**src/rtl/instr_exec_pkg.sv**
```systemverilog
// Constants and types shared by the move and multiply instruction executor
`default_nettype none
package instr_exec_pkg;
  // Opcode fields, compared against the upper bits of an instruction word
  localparam logic [3:0] op_move_first  = 4'hc;
  localparam logic [3:0] op_move_second = 4'hf;
  localparam logic [7:0] op_bank_load   = 8'h01;
  localparam logic [7:0] op_lit_load    = 8'h0e;
  localparam logic [7:0] op_lit_mul     = 8'h0d;
  localparam logic [6:0] op_store       = 7'h37;
  // Field positions
  localparam int bank_sel_bit = 8;
  // Indexed literal offset limit
  localparam logic [7:0] indexed_limit = 8'h5f;
  // Reset values
  localparam logic [7:0] acc_reset  = 8'h00;
  localparam logic [7:0] bank_reset = 8'h00;
  localparam logic [7:0] prod_reset = 8'h00;
  // Four-phase instruction cycle
  localparam logic [1:0] phase_q1 = 2'h0;
  localparam logic [1:0] phase_q4 = 2'h3;

  typedef enum logic [1:0] {
    st_fetch,
    st_move_dest,
    st_move_stall
  } exec_state_t;
endpackage

`default_nettype wire

```
**src/rtl/phase_if.sv**
```systemverilog
// Interface carrying the four-phase instruction clock enables
`timescale 1ns/1ps
`default_nettype none
interface phase_if;
  logic       q1;
  logic       q4;
  logic [1:0] phase;
  modport gen (output q1, output q4, output phase);
  modport use_ (input q1, input q4, input phase);
endinterface
`default_nettype wire

```
**src/rtl/move_and_multiply_instr_exec.sv**
```systemverilog
// Decode and execute for file move, bank load, literal load, store and literal multiply
`timescale 1ns/1ps
`default_nettype none
// How it works
// [RQ1] Two-word file move: source read first cycle, destination written second Q4, or third Q4 with extra_cycle.
// [RQ2] First word opcode 1100 holds source; second word prefix 1111 holds destination.
// [RQ3] Software never targets program counter low or stack top bytes with the move.
// [RQ4] Bank load writes literal low nibble into bank select, one cycle, no flags.
// [RQ5] Bank select upper four bits always read zero after a bank load.
// [RQ6] Literal load writes literal into accumulator in one cycle, no flags.
// [RQ7] Store decoded by upper bits 0110111, bit 8 bank selector, low byte address.
// [RQ8] Store copies accumulator to addressed file register in one cycle, no flags.
// [RQ9] Selector 0 picks quick bank; selector 1 uses bank select register.
// [RQ10] Extended mode, selector 0, address up to 5Fh becomes indexed literal offset.
// [RQ11] Literal multiply computes unsigned 8x8 accumulator times literal in one cycle.
// [RQ12] Product high and low bytes go to product registers; accumulator unchanged.
// [RQ13] Multiply leaves all status flags alone; zero product not signalled.
module move_and_multiply_instr_exec #(
  parameter int addr_width = 12
) (
  // Clock and reset
  input  wire logic                  clk,
  input  wire logic                  rstn,
  // Instruction fetch
  input  wire logic [15:0]           instr,
  input  wire logic                  instr_valid,
  input  wire logic                  extended_en,
  input  wire logic                  extra_cycle,
  // Data memory read
  output logic      [addr_width-1:0] rd_addr,
  output logic                       rd_en,
  input  wire logic [7:0]            rd_data,
  // Data memory write
  output logic      [addr_width-1:0] wr_addr,
  output logic      [7:0]            wr_data,
  output logic                       wr_en,
  output logic                       wr_indexed,
  // Architectural state
  output logic      [7:0]            acc,
  output logic      [7:0]            bank_select_register,
  output logic      [7:0]            product_high_byte,
  output logic      [7:0]            product_low_byte,
  output logic                       flags_we,
  output logic                       instr_done
);
  phase_if ph ();

  phase_gen u_phase (
    .clk  (clk),
    .rstn (rstn),
    .ph   (ph)
  );

  ////////////////////////////////////////////////////////////////////////////
  // State
  instr_exec_pkg::exec_state_t state;
  instr_exec_pkg::exec_state_t next_state;
  logic [7:0]            move_data;
  logic [7:0]            next_move_data;
  logic [addr_width-1:0] next_rd_addr;
  logic                  next_rd_en;
  logic [addr_width-1:0] next_wr_addr;
  logic [7:0]            next_wr_data;
  logic                  next_wr_en;
  logic                  next_wr_indexed;
  logic [7:0]            next_acc;
  logic [7:0]            next_bank;
  logic [7:0]            next_prod_hi;
  logic [7:0]            next_prod_lo;
  logic                  next_done;
  logic [15:0]           product;
  logic                  sel_bit;
  logic [7:0]            faddr;
  logic                  read_slot;
  logic                  is_move_first;
  logic                  is_move_second;
  logic                  is_bank_load;
  logic                  is_lit_load;
  logic                  is_lit_mul;
  logic                  is_store;
  logic                  indexed_hit;

  assign sel_bit = instr[instr_exec_pkg::bank_sel_bit];
  assign faddr   = instr[7:0];
  // [RQ11] Unsigned multiply
  assign product = 16'(acc) * 16'(instr[7:0]);

  ////////////////////////////////////////////////////////////////////////////
  // Opcode decode; the move source is read in Q2, ahead of the Q4 decision,
  // so a first move word that arrives after Q2 would capture stale read data
  assign read_slot      = (ph.phase == 2'h1);
  assign is_move_first  = (instr[15:12] == instr_exec_pkg::op_move_first);
  assign is_move_second = (instr[15:12] == instr_exec_pkg::op_move_second);
  assign is_bank_load   = (instr[15:8] == instr_exec_pkg::op_bank_load);
  assign is_lit_load    = (instr[15:8] == instr_exec_pkg::op_lit_load);
  assign is_lit_mul     = (instr[15:8] == instr_exec_pkg::op_lit_mul);
  assign is_store       = (instr[15:9] == instr_exec_pkg::op_store);
  // [RQ10] Low file addresses become offsets only in extended mode
  assign indexed_hit    = !sel_bit && extended_en && (faddr <= instr_exec_pkg::indexed_limit);

  ////////////////////////////////////////////////////////////////////////////
  // Decode and execute; effects land in Q4 of the cycle
  always_comb begin
    next_state      = state;
    next_move_data  = move_data;
    next_rd_addr    = rd_addr;
    next_rd_en      = 1'b0;
    next_wr_addr    = wr_addr;
    next_wr_data    = wr_data;
    next_wr_en      = 1'b0;
    next_wr_indexed = 1'b0;
    next_acc        = acc;
    next_bank       = bank_select_register;
    next_prod_hi    = product_high_byte;
    next_prod_lo    = product_low_byte;
    next_done       = 1'b0;
    unique case (state)
      instr_exec_pkg::st_fetch: begin
        if (instr_valid && read_slot) begin
          // [RQ1] Source read in Q2 of first cycle
          if (is_move_first) begin
            next_rd_addr = instr[addr_width-1:0];
            next_rd_en   = 1'b1;
          end
        end
        if (instr_valid && ph.q4) begin
          // [RQ2] Two-word move, first word
          if (is_move_first) begin
            next_move_data = rd_data;
            next_state     = instr_exec_pkg::st_move_dest;
          // [RQ4] Bank nibble load
          end else if (is_bank_load) begin
            // [RQ5] Upper nibble forced to zero
            next_bank = {4'h0, instr[3:0]};
            next_done = 1'b1;
          // [RQ6] Literal to accumulator
          end else if (is_lit_load) begin
            next_acc  = instr[7:0];
            next_done = 1'b1;
          // [RQ12] Product split, accumulator kept
          end else if (is_lit_mul) begin
            next_prod_hi = product[15:8];
            next_prod_lo = product[7:0];
            next_done    = 1'b1;
          // [RQ7] Store decode
          end else if (is_store) begin
            // [RQ8] Accumulator to file
            next_wr_data = acc;
            next_wr_en   = 1'b1;
            next_done    = 1'b1;
            // [RQ10] Indexed literal offset
            if (indexed_hit) begin
              next_wr_indexed = 1'b1;
              next_wr_addr    = addr_width'(faddr);
            // [RQ9] Quick bank or banked access
            end else if (!sel_bit) begin
              next_wr_addr = addr_width'({4'h0, faddr});
            end else begin
              next_wr_addr = addr_width'({bank_select_register[3:0], faddr});
            end
          end
        end
      end
      instr_exec_pkg::st_move_dest: begin
        // [RQ2] Second word, prefix checked
        if (instr_valid && ph.q4 && is_move_second) begin
          // [RQ1] Destination write, optional stall
          if (extra_cycle) begin
            next_wr_addr = instr[addr_width-1:0];
            next_state   = instr_exec_pkg::st_move_stall;
          end else begin
            next_wr_addr = instr[addr_width-1:0];
            next_wr_data = move_data;
            next_wr_en   = 1'b1;
            next_done    = 1'b1;
            next_state   = instr_exec_pkg::st_fetch;
          end
        end
      end
      instr_exec_pkg::st_move_stall: begin
        // [RQ1] Third cycle when stalled
        if (ph.q4) begin
          next_wr_data = move_data;
          next_wr_en   = 1'b1;
          next_done    = 1'b1;
          next_state   = instr_exec_pkg::st_fetch;
        end
      end
      default: next_state = instr_exec_pkg::st_fetch;
    endcase
  end

  always_ff @(posedge clk or negedge rstn) begin
    if (!rstn) begin
      state                <= instr_exec_pkg::st_fetch;
      move_data            <= 8'h00;
      rd_addr              <= '0;
      rd_en                <= 1'b0;
      wr_addr              <= '0;
      wr_data              <= 8'h00;
      wr_en                <= 1'b0;
      wr_indexed           <= 1'b0;
      acc                  <= instr_exec_pkg::acc_reset;
      bank_select_register <= instr_exec_pkg::bank_reset;
      product_high_byte    <= instr_exec_pkg::prod_reset;
      product_low_byte     <= instr_exec_pkg::prod_reset;
      flags_we             <= 1'b0;
      instr_done           <= 1'b0;
    end else begin
      state                <= next_state;
      move_data            <= next_move_data;
      rd_addr              <= next_rd_addr;
      rd_en                <= next_rd_en;
      wr_addr              <= next_wr_addr;
      wr_data              <= next_wr_data;
      wr_en                <= next_wr_en;
      wr_indexed           <= next_wr_indexed;
      acc                  <= next_acc;
      bank_select_register <= next_bank;
      product_high_byte    <= next_prod_hi;
      product_low_byte     <= next_prod_lo;
      // [RQ13] None of these instructions touch flags
      flags_we             <= 1'b0;
      instr_done           <= next_done;
    end
  end
endmodule // move_and_multiply_instr_exec
`default_nettype wire

```
**src/rtl/phase_gen.sv**
```systemverilog
// Four-phase instruction cycle generator
`timescale 1ns/1ps
`default_nettype none
module phase_gen (
  // Clock and reset
  input  wire logic clk,
  input  wire logic rstn,
  // Phase outputs
  phase_if.gen      ph
);
  logic [1:0] cnt;
  logic [1:0] next_cnt;

  always_comb begin
    next_cnt = cnt + 2'h1;
  end

  always_ff @(posedge clk or negedge rstn) begin
    if (!rstn) begin
      cnt <= instr_exec_pkg::phase_q1;
    end else begin
      cnt <= next_cnt;
    end
  end

  assign ph.phase = cnt;
  assign ph.q1    = (cnt == instr_exec_pkg::phase_q1);
  assign ph.q4    = (cnt == instr_exec_pkg::phase_q4);
endmodule // phase_gen
`default_nettype wire

```
**config.mk**
```make
export PLATFORM = sky130hd
export DESIGN_NAME = move_and_multiply_instr_exec
export DESIGN_NICKNAME = d
export VERILOG_FILES = /design/src/rtl/instr_exec_pkg.sv /design/src/rtl/phase_if.sv /design/src/rtl/move_and_multiply_instr_exec.sv /design/src/rtl/phase_gen.sv
export SDC_FILE = /design/constraint.sdc
export NUM_CORES = 1
export LEC_CHECK = 0
export BUFFER_PORTS_ARGS = -buffer_cell sky130_fd_sc_hd__buf_2
export CELL_PAD_IN_SITES_DETAIL_PLACEMENT = 1
export CELL_PAD_IN_SITES_GLOBAL_PLACEMENT = 2
export CORE_ASPECT_RATIO = 1.5
export CORE_MARGIN = 2
export CORE_UTILIZATION = 36
export DETAILED_ROUTE_END_ITERATION = 8
export PLACE_DENSITY_LB_ADDON = 0.1
export SKIP_CTS_REPAIR_TIMING = 1
export SYNTH_ARGS = -nofsm -noshare
export SYNTH_HDL_FRONTEND = slang
export SYNTH_SLANG_ARGS = --single-unit
```
**constraint.sdc**
```tcl
create_clock -name clk -period 5 [get_ports clk]
set_input_delay 0.5 -clock clk [delete_from_list [all_inputs] [get_ports clk]]
set_output_delay 0.5 -clock clk [all_outputs]
set_load 0.05 [all_outputs]
```
==> results by group <==
Status
  • Outcome: finished clean

Power and ir drop
  • Net Sw Power: between 0.8 and 0.9 mW
  • Reg power frac: roughly a third
  • Pwr dens: ~350 nW/um^2
  • Clk pwr share: 29.6%
  • Worst VDD drop: ~0.00035 V
  • Leak: between 3 and 4 nW
  • Sw Share: approximately 40%
  • Design Power: 2.22 mW
  • Internal: 1.33 mW
  • Combinational power share: a little over a third

STA
  • Setup TNS Final: 0 ns
  • Final Hold Vio Count: 0
  • Unrepaired setup endpoints after global routing: false
  • Slew @ Worst Pin: 1.07 ns
  • Clk_skew: around 0.011 ns
  • Slew Limit Headroom: around 29%
  • Final setup fails: 0
  • Final worst path period share: about 90%
  • Final min period: ~4.5 ns
  • Highest clock rate: about 220 MHz
  • Slew Limit Fails: 0

Cells and area
  • Share of cells above drive strength 1: 29.5%
  • Antenna cell count: 0
  • P&R area growth vs syn: 16.9%
  • Final nets: 685

Yosys
  • Yosys warns: 0
  • Top cell type's share of synthesized area: 35.3%
  • Async SR Flop Fraction: between 90% and 100%
  • Yosys top cell by area: dfrtp_1
  • EDFF count, synth: 0
  • Synthesized area per cell: approximately 11 um^2
  • Yosys reg bits: between 70 and 80
  • Synth Flop Type: dfrtp_1
  • Cells after Synth: just under 500
  • Register area share after synthesis: approximately 35%
  • Cell area after synthesis: around 5400 um^2
  • Synth area leaders: dfrtp_1 (35%), fa_1 (13%), mux2_2 (13%), ha_1 (9.8%), and2_1 (6.0%)
  • Synth cell types: 44

Global routing
  • Pin count of the biggest net entering global routing: just under 80
  • Congestion Overflow GR: 0
  • Antenna violations before repair: 0
  • First-pass GRT wire length: 22.4 mm
  • Vias in the first global route: roughly 4,300
  • GRT Overall Usage: ~18%

Routing
  • Vias/cell: about 5
  • DRC Markers: 0
  • Initial drt markers: 85
  • Via count: 3,877
  • Drt wl/cell: roughly 17 um
  • Final antenna-violating net count: 0
  • Router iterations before antenna repair: 4
  • Final wirelength: roughly 13 mm

Die
  • Row cnt: 54
  • Die footprint: approximately 16,000 um^2
  • Die extent in x: 104 um
  • Ports: 98
  • Die Y: 154 um
  • CORE AREA: around 15,000 um^2
  • Initial core utilization: between 30% and 40%

Worst setup path
  • Crit. End Element: flip-flop
  • Worst endpoint required time: ~5.3 ns
  • Worst-path fanout max: 11
  • Worst-case reg-to-reg path depth: 14
  • Startpoint Class: flip-flop
  • Worst R2R End: product_high_byte[2]
  • Reg2Reg Launch Point: acc[3]
  • Critical path data arrival time: around 4.8 ns
  • Crit Path Category: reg -> reg
  • Flop-to-flop setup slack: roughly 0.48 ns

Clock tree
  • Clock Sink Count: 76
  • Clk_lat worst skew: 0.34 ns
  • Clock-pin slew on the worst setup and hold paths: approximately 0.07 ns
  • Clk buf depth: 2
  • TritonCTS buffer count: 9
  • # H-tree levels: 3
  • Root Buffer: clkbuf_16
  • CTS tree: done

Placed design
  • Hpwl dp: ~10 mm
  • Final RePlAce weighted congestion: roughly 0.8
  • Count of input and output buffers: 92

Run
  • Maxcap violations: 0

Min path
  • Hold Crit Class: in -> async
[routing by layer]
layer  vias to the layer above  routed length (um)  share of wire, %  track usage (%)
met5                         -                   0                 0                0
met2                        69                7490                56             34.3
met4                         0                 239               1.8             5.21
li1                       1815                   -                 -                -
met1                      1979                5390                40             20.0
met3                        14                 323               2.4             2.42
[per-stage QoR]
stage / cells / hold slack, ns / utilization (%) / cell area, um^2 / worst slack [ns]
2_1_floorplan: 500 / 0.204 / - / 5400 / 0.465
3_3_place_gp: 763 / 0.444 / 41.1 / 6000 / 0.374
3_5_place_dp: 763 / 0.455 / 41.1 / 6000 / 0.283
4_1_cts: 779 / 0.364 / 43.1 / 6290 / 0.469
5_1_grt: 779 / 0.390 / 43.1 / 6290 / 0.262
6_report: 779 / 0.321 / 43.1 / 6290 / 0.485
[cell usage after synthesis, types with 6 or more instances]
master and count:
clkbuf_1 19, and2_1 52, nor2_1 7, inv_1 54, nor3_1 10, fa_1 36, a21oi_1 11, ha_1 42
o21ai_0 14, a211oi_1 6, dfrtp_1 76, mux2_2 61, buf_4 6, nand2_1 33
[worst max-delay path by stage]
stage	slack, ns	cells after the start	end	start
2_1_floorplan	0.47	14	product_high_byte[2]	acc[0]
3_3_place_gp	0.37	15	product_high_byte[2]	instr[7]
3_5_place_dp	0.28	15	product_high_byte[2]	instr[7]
4_1_cts	0.47	14	product_high_byte[2]	acc[3]
5_1_grt	0.26	14	product_high_byte[2]	acc[3]
6_report	0.48	14	product_high_byte[2]	acc[3]
[area by class of cell]
class / count / area, um^2
clock buffers: 9 / 225
clock inverters: 7 / 65.1
fillers: 1685 / 8310
inverters: 54 / 203
multi-input cells: 342 / 3160
flip-flops and latches: 76 / 1900
well taps: 196 / 245
repair buffers: 95 / 485
[logic make-up (layout without fill, tap and decap cells)]
| family | Yosys count | count (layout) | synth area share (%) |
|---|---|---|---|
| and+or+nand+nor | 132 | 132 | 14.0 |
| buffers and inverters | 82 | 165 | 6.16 |
| adders and majority gates | 78 | 78 | 23.2 |
| DFF | 76 | 76 | 35.3 |
| muxes | 65 | 65 | 13.5 |
| AOI/OAI and AO/OA | 56 | 56 | 6.81 |
| xor gates and xnor gates | 6 | 6 | 0.977 |
| other | 1 | 5 | 0.0697 |
[sequential cells by signal, summed over array words and instances (netlist names)]
| name | count |
|---|---|
| wr_indexed | 1 |
| rd_en | 1 |
| u_phase.ph.phase | 2 |
| product_high_byte | 8 |
| instr_done | 1 |
| wr_data | 8 |
| product_low_byte | 8 |
| acc | 8 |
| move_data | 8 |
| state | 2 |
| wr_addr | 12 |
| bank_select_register | 4 |
| rd_addr | 12 |
| wr_en | 1 |
[critical path, stage by stage (launching register included)]
cell and delay, ns:
dfrtp_1 0.59, nand2_1 0.14, fa_1 0.52, fa_1 0.49, inv_1 0.05, fa_1 0.53, inv_1 0.05, fa_1 0.52
inv_1 0.04, ha_1 0.37, a21oi_1 0.22, and2_1 0.23, a21oi_1 0.09, or4b_1 0.50, nand3_1 0.10
[power groups by stage]
stage / clock, mW / combinational (mW) / sequential (mW)
floorplan: 0 / 0.346 / 1.04
global placement: 0 / 0.803 / 0.768
detailed placement: 0 / 0.812 / 0.771
CTS: 0.676 / 0.814 / 0.761
global route: 0.705 / 0.856 / 0.771
finish: 0.656 / 0.801 / 0.759
[placed cells by master, fill, tap and decap left out, types with 4 or more instances in the layout]
| cell type | count |
|---|---|
| a211oi_1 | 6 |
| a21o_1 | 5 |
| a21oi_1 | 11 |
| and2_1 | 52 |
| buf_2 | 91 |
| buf_4 | 4 |
| clkbuf_16 | 9 |
| conb_1 | 5 |
| dfrtp_1 | 76 |
| fa_1 | 36 |
| ha_1 | 42 |
| inv_1 | 54 |
| mux2_2 | 61 |
| nand2_1 | 33 |
| nand3_1 | 5 |
| nand4_1 | 4 |
| nor2_1 | 7 |
| nor3_1 | 10 |
| o21a_1 | 5 |
| o21ai_0 | 14 |
| o31ai_1 | 4 |
No activity file was read; power rests on OpenSTA's default activity.
